==> src/inc/scl_consts.svh <==
// Offsets, field positions, reset values and timing counts of the strap latch
`ifndef SCL_CONSTS_SVH
`define SCL_CONSTS_SVH
// ****************************************************************
// Register byte addresses
// ****************************************************************
`define SCL_ADDR_CTRL 12'h000
`define SCL_ADDR_ADV 12'h004
`define SCL_ADDR_SPECIAL 12'h008
`define SCL_ADDR_STATUS 12'h00c
// ****************************************************************
// Control, advertisement and special register fields
// ****************************************************************
`define SCL_CTRL_SOFT_RESET 15
`define SCL_CTRL_SPEED 13
`define SCL_CTRL_AUTONEG 12
`define SCL_CTRL_POWER_DOWN 11
`define SCL_CTRL_DUPLEX 8
`define SCL_ADV_LSB 5
`define SCL_SPECIAL_MODE_LSB 5
`define SCL_SPECIAL_ADDR_LSB 0
// ****************************************************************
// Reset values and timing
// ****************************************************************
`define SCL_ADDR_DEFAULT 5'h00
`define SCL_MODE_DEFAULT 3'h7
`define SCL_SOFT_RESET_CYCLES 4'h4
`endif

==> src/inc/scl_pkg.sv <==
// Types shared by the strap latch modules
package scl_pkg;
	typedef enum logic [2:0] {
		SCL_M_10_HALF = 3'b000,
		SCL_M_10_FULL = 3'b001,
		SCL_M_100_HALF = 3'b010,
		SCL_M_100_FULL = 3'b011,
		SCL_M_AN_100_HALF = 3'b100,
		SCL_M_REPEATER = 3'b101,
		SCL_M_POWER_DOWN = 3'b110,
		SCL_M_ALL_CAPABLE = 3'b111
	} scl_mode_t;
	typedef enum logic [1:0] {
		SCL_S_RESET = 2'b00,
		SCL_S_CAPTURE = 2'b01,
		SCL_S_RUN = 2'b10,
		SCL_S_SOFT = 2'b11
	} scl_state_t;
endpackage : scl_pkg

==> src/design/scl_mode_decode.sv <==
// Decoder from operating-mode strap code to control and advertisement defaults
`timescale 1ns/1ns
module scl_mode_decode
	import scl_pkg::*;
(
	input wire logic [2:0] mode_i,
	output logic [3:0] ctrl_bits_o,
	output logic [3:0] adv_bits_o,
	output logic crs_on_tx_o
);
	// Control bits are ordered speed, autoneg, power-down, duplex
	always_comb begin
		ctrl_bits_o = 4'h0;
		adv_bits_o = 4'h0;
		crs_on_tx_o = 1'b0;
		unique case (scl_mode_t'(mode_i))
			SCL_M_10_HALF: begin
				ctrl_bits_o = 4'h0;
			end
			SCL_M_10_FULL: begin
				ctrl_bits_o = 4'h1;
			end
			SCL_M_100_HALF: begin
				ctrl_bits_o = 4'h8;
				crs_on_tx_o = 1'b1;
			end
			SCL_M_100_FULL: begin
				ctrl_bits_o = 4'h9;
			end
			SCL_M_AN_100_HALF: begin
				ctrl_bits_o = 4'hc;
				adv_bits_o = 4'h4;
				crs_on_tx_o = 1'b1;
			end
			SCL_M_REPEATER: begin
				ctrl_bits_o = 4'hc;
				adv_bits_o = 4'h4;
			end
			SCL_M_POWER_DOWN: begin
				// Power-down bit set; speed and autoneg left off
				ctrl_bits_o = 4'h2;
			end
			SCL_M_ALL_CAPABLE: begin
				// Don't-care bits resolved to 1 (100 Mb, full duplex)
				ctrl_bits_o = 4'hd;
				adv_bits_o = 4'hf;
				crs_on_tx_o = 1'b1;
			end
		endcase
	end
endmodule : scl_mode_decode

==> src/design/scl_strap_latch.sv <==
// Strap capture, decoded defaults and management registers over APB
`timescale 1ns/1ns
`include "scl_consts.svh"
// Overview of operation
// - Straps captured at power-on reset and at release of the pin reset.
// - Unconnected straps resolve to defined defaults via pull resistors at pins.
// - Three address strap levels stored at reset end; default all zeros.
// - Management frames answered only when their address matches the stored one.
// - Stored address seeds the transmit scrambler.
// - Straps give addresses 0 to 7; larger ones written later by software.
// - Address bits sampled on rx error, rx clock and rx data 3.
// - Pin reset release loads control bits from mode straps, then configures logic.
// - Soft reset keeps register values unless leaving power-down; straps are ignored.
// - Codes 000 to 011 force 10/100 half/full with auto-negotiation off.
// - Forced 100 half: carrier sense on tx and rx; full: rx only.
// - Code 100 enables auto-negotiation advertising 100 half only.
// - Code 101 is repeater mode; carrier sense on receive only.
// - Code 111 enables auto-negotiation advertising all abilities.
// - Mode bits sampled on rx data 0, rx data 1 and collision pin.
module scl_strap_latch
	import scl_pkg::*;
(
	input wire logic clk_i,
	input wire logic rst_n_i,
	input wire logic pin_reset_n_i,
	// APB slave
	input wire logic psel_i,
	input wire logic penable_i,
	input wire logic pwrite_i,
	input wire logic [11:0] paddr_i,
	input wire logic [31:0] pwdata_i,
	output logic [31:0] prdata_o,
	output logic pready_o,
	output logic pslverr_o,
	// Strap-shared receive pins: input, output, output enable
	input wire logic rx_err_pin_i,
	input wire logic rx_clk_pin_i,
	input wire logic [3:0] rx_data_pin_i,
	input wire logic col_pin_i,
	output logic rx_err_pin_o,
	output logic rx_clk_pin_o,
	output logic [3:0] rx_data_pin_o,
	output logic col_pin_o,
	output logic rx_pins_oe_o,
	// Receive-side values driven onto the pins once running
	input wire logic rx_err_core_i,
	input wire logic rx_clk_core_i,
	input wire logic [3:0] rx_data_core_i,
	input wire logic col_core_i,
	// Management frame address check
	input wire logic [4:0] frame_address_i,
	output logic frame_match_o,
	// Configuration outputs to the 10/100 logic
	output logic [4:0] scrambler_seed_o,
	output logic speed_100_o,
	output logic autoneg_en_o,
	output logic full_duplex_o,
	output logic power_down_o,
	output logic [3:0] advertise_o,
	output logic crs_on_tx_o,
	output logic repeater_o,
	output logic config_valid_o
);
	// ****************************************************************
	// State
	// ****************************************************************
	scl_state_t state;
	scl_state_t next_state;
	logic [4:0] mgmt_address;
	logic [4:0] next_mgmt_address;
	logic [2:0] mode_field;
	logic [2:0] next_mode_field;
	logic [3:0] ctrl_bits;
	logic [3:0] next_ctrl_bits;
	logic [3:0] adv_bits;
	logic [3:0] next_adv_bits;
	logic crs_tx;
	logic next_crs_tx;
	logic [3:0] soft_count;
	logic [3:0] next_soft_count;
	logic pin_reset_n_q;
	logic [31:0] next_prdata;
	logic [3:0] dec_ctrl;
	logic [3:0] dec_adv;
	logic dec_crs_tx;
	logic [2:0] strap_mode;
	logic [4:0] strap_address;
	logic apb_write;
	logic apb_read;
	logic addr_hit;

	function automatic logic scl_decode_hit(input logic [11:0] addr);
		scl_decode_hit = (addr == `SCL_ADDR_CTRL) || (addr == `SCL_ADDR_ADV) ||
			(addr == `SCL_ADDR_SPECIAL) || (addr == `SCL_ADDR_STATUS);
	endfunction : scl_decode_hit

	// ****************************************************************
	// Strap sampling on shared pins
	// ****************************************************************
	// Pins sample only while the pad drivers are off, so own drive never loops back
	assign strap_address = {2'b00, rx_data_pin_i[3], rx_clk_pin_i, rx_err_pin_i};
	assign strap_mode = {col_pin_i, rx_data_pin_i[1], rx_data_pin_i[0]};

	// Soft reset restores the stored mode field, never the pins
	scl_mode_decode scl_mode_decode_inst (
		.mode_i(state == SCL_S_SOFT ? mode_field : strap_mode),
		.ctrl_bits_o(dec_ctrl),
		.adv_bits_o(dec_adv),
		.crs_on_tx_o(dec_crs_tx)
	);

	assign apb_write = psel_i && penable_i && pwrite_i;
	// Read data registers at the setup edge so it stands through the whole access phase
	assign apb_read = psel_i && !penable_i && !pwrite_i;
	assign addr_hit = scl_decode_hit(paddr_i);

	// ****************************************************************
	// Next-state logic
	// ****************************************************************
	always_comb begin
		next_state = state;
		next_mgmt_address = mgmt_address;
		next_mode_field = mode_field;
		next_ctrl_bits = ctrl_bits;
		next_adv_bits = adv_bits;
		next_crs_tx = crs_tx;
		next_soft_count = soft_count;
		unique case (state)
			SCL_S_RESET: begin
				// Hold while the pin reset is low; straps are sampled at release
				if (pin_reset_n_q) begin
					next_state = SCL_S_CAPTURE;
				end
			end
			SCL_S_CAPTURE: begin
				next_mgmt_address = strap_address;
				next_mode_field = strap_mode;
				next_ctrl_bits = dec_ctrl;
				next_adv_bits = dec_adv;
				next_crs_tx = dec_crs_tx;
				next_state = SCL_S_RUN;
			end
			SCL_S_RUN: begin
				if (apb_write && paddr_i == `SCL_ADDR_CTRL) begin
					// Software overrides strap defaults
					next_ctrl_bits = {pwdata_i[`SCL_CTRL_SPEED], pwdata_i[`SCL_CTRL_AUTONEG],
						pwdata_i[`SCL_CTRL_POWER_DOWN], pwdata_i[`SCL_CTRL_DUPLEX]};
					if (pwdata_i[`SCL_CTRL_SOFT_RESET]) begin
						next_soft_count = `SCL_SOFT_RESET_CYCLES;
						next_state = SCL_S_SOFT;
					end
				end
				if (apb_write && paddr_i == `SCL_ADDR_ADV) begin
					next_adv_bits = pwdata_i[`SCL_ADV_LSB +: 4];
				end
				if (apb_write && paddr_i == `SCL_ADDR_SPECIAL) begin
					next_mode_field = pwdata_i[`SCL_SPECIAL_MODE_LSB +: 3];
					next_mgmt_address = pwdata_i[`SCL_SPECIAL_ADDR_LSB +: 5];
				end
			end
			SCL_S_SOFT: begin
				// Registers kept; only leaving power-down reloads from the mode field
				if (ctrl_bits[1] && mode_field != SCL_M_POWER_DOWN) begin
					next_ctrl_bits = dec_ctrl;
					next_adv_bits = dec_adv;
					next_crs_tx = dec_crs_tx;
				end
				next_soft_count = soft_count - 4'h1;
				if (soft_count == 4'h1) begin
					next_state = SCL_S_RUN;
				end
			end
		endcase
		if (!pin_reset_n_q) begin
			next_state = SCL_S_RESET;
		end
	end

	always_comb begin
		next_prdata = 32'h0;
		if (apb_read) begin
			unique case (paddr_i)
				`SCL_ADDR_CTRL: begin
					next_prdata[`SCL_CTRL_SPEED] = ctrl_bits[3];
					next_prdata[`SCL_CTRL_AUTONEG] = ctrl_bits[2];
					next_prdata[`SCL_CTRL_POWER_DOWN] = ctrl_bits[1];
					next_prdata[`SCL_CTRL_DUPLEX] = ctrl_bits[0];
					next_prdata[`SCL_CTRL_SOFT_RESET] = (state == SCL_S_SOFT);
				end
				`SCL_ADDR_ADV: begin
					next_prdata[`SCL_ADV_LSB +: 4] = adv_bits;
				end
				`SCL_ADDR_SPECIAL: begin
					next_prdata[`SCL_SPECIAL_MODE_LSB +: 3] = mode_field;
					next_prdata[`SCL_SPECIAL_ADDR_LSB +: 5] = mgmt_address;
				end
				`SCL_ADDR_STATUS: begin
					next_prdata[1:0] = state;
				end
				default: begin
					next_prdata = 32'h0;
				end
			endcase
		end
	end

	// ****************************************************************
	// Registers
	// ****************************************************************
	always_ff @(posedge clk_i) begin
		if (!rst_n_i) begin
			state <= SCL_S_RESET;
			mgmt_address <= `SCL_ADDR_DEFAULT;
			mode_field <= `SCL_MODE_DEFAULT;
			ctrl_bits <= 4'h0;
			adv_bits <= 4'h0;
			crs_tx <= 1'b0;
			soft_count <= 4'h0;
			pin_reset_n_q <= 1'b0;
			prdata_o <= 32'h0;
		end else begin
			state <= next_state;
			mgmt_address <= next_mgmt_address;
			mode_field <= next_mode_field;
			ctrl_bits <= next_ctrl_bits;
			adv_bits <= next_adv_bits;
			crs_tx <= next_crs_tx;
			soft_count <= next_soft_count;
			pin_reset_n_q <= pin_reset_n_i;
			prdata_o <= next_prdata;
		end
	end

	// ****************************************************************
	// Outputs
	// ****************************************************************
	// Zero-wait slave; prdata registers at setup so it is valid in access
	assign pready_o = 1'b1;
	assign pslverr_o = psel_i && penable_i && !addr_hit;

	logic running;
	assign running = (state == SCL_S_RUN);
	// Unusable while the power-down code and the power-down bit both hold, so config stays invalid
	assign config_valid_o = running && !(mode_field == SCL_M_POWER_DOWN && ctrl_bits[1]);
	assign frame_match_o = config_valid_o && (frame_address_i == mgmt_address);
	assign scrambler_seed_o = mgmt_address;
	assign speed_100_o = ctrl_bits[3];
	assign autoneg_en_o = ctrl_bits[2];
	assign power_down_o = ctrl_bits[1];
	assign full_duplex_o = ctrl_bits[0];
	assign advertise_o = adv_bits;
	assign crs_on_tx_o = crs_tx;
	assign repeater_o = (mode_field == SCL_M_REPEATER);

	// Pads stay inputs until the straps have been taken
	assign rx_pins_oe_o = running || state == SCL_S_SOFT;
	assign rx_err_pin_o = rx_pins_oe_o & rx_err_core_i;
	assign rx_clk_pin_o = rx_pins_oe_o & rx_clk_core_i;
	assign rx_data_pin_o = rx_pins_oe_o ? rx_data_core_i : 4'h0;
	assign col_pin_o = rx_pins_oe_o & col_core_i;
endmodule : scl_strap_latch

==> config.mk <==
export PLATFORM = sky130hd
export DESIGN_NAME = scl_strap_latch
export DESIGN_NICKNAME = d
export VERILOG_FILES = /design/src/inc/scl_pkg.sv /design/src/design/scl_mode_decode.sv /design/src/design/scl_strap_latch.sv
export VERILOG_INCLUDE_DIRS = /design/src /design/src/inc
export SDC_FILE = /design/constraint.sdc
export NUM_CORES = 1
export LEC_CHECK = 0
export BUFFER_PORTS_ARGS = -buffer_cell sky130_fd_sc_hd__buf_2
export CAP_MARGIN = 10
export CORE_AREA = 2 2 87 89
export CTS_CLUSTER_SIZE = 14
export DETAILED_ROUTE_END_ITERATION = 8
export DIE_AREA = 0 0 89 91
export PLACE_DENSITY = 0.61
export SLEW_MARGIN = 20
export SYNTH_ARGS = -nofsm -noshare
export SYNTH_HDL_FRONTEND = slang
export SYNTH_SLANG_ARGS = --single-unit
export TNS_END_PERCENT = 10
==> constraint.sdc <==
create_clock -name clk_i -period 2.61 [get_ports clk_i]
set_input_delay 0.261 -clock clk_i [delete_from_list [all_inputs] [get_ports clk_i]]
set_output_delay 0.261 -clock clk_i [all_outputs]
set_load 0.01 [all_outputs]
==> results.md <==
* Critical path data arrival time at 1730 ps
* DR iter-0 viols at approximately 140
* Final weighted congestion in routability-driven placement at 0.808
* Total number of H-tree levels at 2
* TritonCTS clock tree: yes
* Dominant delay contributor by cell family on the critical path: flip-flops
* Final Setup Violations at 0
* Maximum achievable frequency at 0.502 GHz
* Number of warnings reported in the yosys synthesis log at 0
* Detailed Place HPWL at 4.32 mm
* Slowest CP cell: sky130_fd_sc_hd__dfxtp_1
* CP Data Required Time at about 2400 ps
* Transition time of the tightest slew-check pin at 584 ps
* Number of antenna-violating nets in the routed design at 0
* List of cells traversed by the critical path: nand2b_1, a21oi_1, and4_1, buf_2
* DIE HEIGHT at 91 µm
* Total power per unit cell area at approximately 430 nW/µm²
* Cts repair resizes at 0
* Final max-slew violation count at 0
* Worst Setup Start Kind: register
* Share of layout cells above drive strength 1 at about 34%
* Die boundary width at between 80 and 90 µm
* Clock insertion delay at the later pin of the skew report at roughly 290 ps
* Average wire per standard cell at between 10 and 15 µm
* Placeable core area at ~7100 µm²
* Number of top-level pins at roughly 130
* Initial antenna violation count at 0
* Clock Skew at between 4 and 5 ps
* Synthesized cell area at between 2000 and 2500 µm²
* Number of clock buffers inserted by TritonCTS at 5
* Classification of the worst-slack hold path: in2reg
* Global-route wire length before repair at between 8 and 9 mm
* Final cycle utilization of the critical path at roughly 76%
* Sink Count at 37
* Cell Rows at 31
* Hold-fix buffers at CTS at 0
* Status: finished, final reports clean
* Most used cells in the layout excluding fill and tap cells: sky130_fd_sc_hd__buf_2 (87), sky130_fd_sc_hd__dfxtp_1 (37), sky130_fd_sc_hd__nand2_1 (25)
* Antenna Diode Count at 0
* Residual DRC count at 0
* Routed via count divided by cell count at between 4 and 5
* Maximum number of pins on one net before global-route repair at 28
* Asr flop ratio synth at 0%
* Synth unique cells at 51
* Inst Count DP at around 430
* Final #Nets at ~400
* Hold violation count in the final report at 0
* Number of buffers between clock root and the deepest sink at 2
* Worst hold margin at 176 ps
* Most common cell after layout, fill and taps aside: sky130_fd_sc_hd__buf_2
* Synthesized area per cell at 8.65 µm²
* Relative max-transition margin at 61.0%
* Setup TNS at 0 ps
* Total Die Area at slightly above 8000 µm²
* Max incr delay on CP at roughly 630 ps
* Flip-flop and latch count after synthesis at 37
* Worst path bufs/invs at 1
* Non-filler cells, final at approximately 430
* Initial core utilization at between 30% and 40%
* Clock-pin slew reported for the worst setup and hold paths after clock tree synthesis at ~80 ps
* Via Count at 2,009
* Vias in the first global route at around 1,800
* Synth-to-Final Area Change at 22.6%
* Peak supply drop at 176 µV
* Crit path max fanout at 18
* Clock Tree Root: sky130_fd_sc_hd__clkbuf_8
* RSZ-0062 raised after global routing: no
* Tot GR Track Use at around 14%
* End-of-flow core utilization at between 30 and 40%
* First-pass DRT Iterations at 4
* Wire length after detailed routing at about 5.5 mm
* Number of I/O port buffers at just under 90
* Post-CTS setup buffer count at 0
* Static leakage power at around 1.3 nW
* Setup CP Type: reg2out
* Total congestion overflow after global routing at 0
* Final min period at 1990 ps
* Share of synthesized area occupied by flip-flops and latches at around 34%
* Post-Synthesis Cells at 255
* Top_reg_cell synth: sky130_fd_sc_hd__dfxtp_1
* Crit end category: output pin
* Post-synth EDFFs at 0
* Max-cap check violation count at 0
## power by group
part           total [mW]  switching, mW  internal, mW
sequential          0.589         0.0141         0.575
combinational       0.161         0.0861        0.0749
clock               0.399          0.215         0.184
total                1.15          0.315         0.834
## worst register-to-register path: stages (launching register included)
cell,delay (ps)
sky130_fd_sc_hd__dfxtp_1,700
sky130_fd_sc_hd__nor4b_2,120
sky130_fd_sc_hd__and4_4,280
sky130_fd_sc_hd__a21boi_2,400
sky130_fd_sc_hd__mux2_2,390
## synth_stat cells (7+ instances only)
cell type | number | area share (%)
sky130_fd_sc_hd__a21oi_1 | 7 | 1.6
sky130_fd_sc_hd__and2_1 | 17 | 4.8
sky130_fd_sc_hd__buf_2 | 7 | 1.6
sky130_fd_sc_hd__buf_4 | 21 | 7.1
sky130_fd_sc_hd__dfxtp_1 | 37 | 34
sky130_fd_sc_hd__mux2_2 | 7 | 3.6
sky130_fd_sc_hd__mux2i_1 | 11 | 5.0
sky130_fd_sc_hd__nand2_1 | 25 | 4.3
sky130_fd_sc_hd__nand2b_1 | 8 | 2.3
sky130_fd_sc_hd__nor2_1 | 9 | 1.5
sky130_fd_sc_hd__o21ai_0 | 10 | 2.3
## worst paths after layout
kind                                     from       endpoint  slack (ps)  depth (start not counted)
worst min-delay path            pin_reset_n_i  pin_reset_n_q         180                          2
worst max register to register       state[0]  mode_field[2]         620                          4
worst min register to register  pin_reset_n_q       state[1]         470                          2
worst max-delay path                 state[1]  frame_match_o         620                          4
## metrics by stage
step / worst slack (ps) / cell area (µm²) / power, mW
after floorplan: 1110 / 2270 / 0.717
after global placement: 672 / 2620 / 0.762
after detailed placement: 637 / 2620 / 0.764
after CTS: 615 / 2700 / 1.15
after global routing: 491 / 2700 / 1.20
final: 620 / 2700 / 1.15
## registers in the layout (all words and copies together), names as in the netlist
signal	cells
mode_field	3
state	2
pin_reset_n_q	1
scrambler_seed_o	5
ctrl_bits	4
advertise_o	4
crs_on_tx_o	1
prdata_o	13
soft_count	4
## per-layer routing
metal | GRT usage (%) | wire length, µm | share of wire (%)
met3 | 3.82 | 422 | 7.6
met2 | 22.7 | 2700 | 49
met1 | 16.8 | 2330 | 42
met4 | 4.10 | 80 | 1.4
met5 | 0 | 0 | 0
## area by class of cell
class                           instances  area [µm²]
Sequential cell                        37         741
Timing Repair Buffer                   91         465
Clock buffer                            5        68.8
Clock inverter                          3        17.5
Tap cell                               99         124
Fill cell                             803        4430
Inverter                                5        18.8
Multi-Input combinational cell        193        1270
## logic make-up (layout without fill, tap and decap cells)
family                     Yosys count  count (layout)  share of synthesized area (%)
DFF                                 37              37                           33.6
and+or+nand+nor                     96              96                           25.1
muxes                               18              18                           8.57
AOI/OAI and AO/OA                   50              50                           16.5
buffers and inverters               43             104                           12.0
adders and majority gates            2               2                           1.13
other                                2              20                          0.340
xor gates and xnor gates             7               7                           2.78
Note: power is estimated with default switching activity, not from simulation.
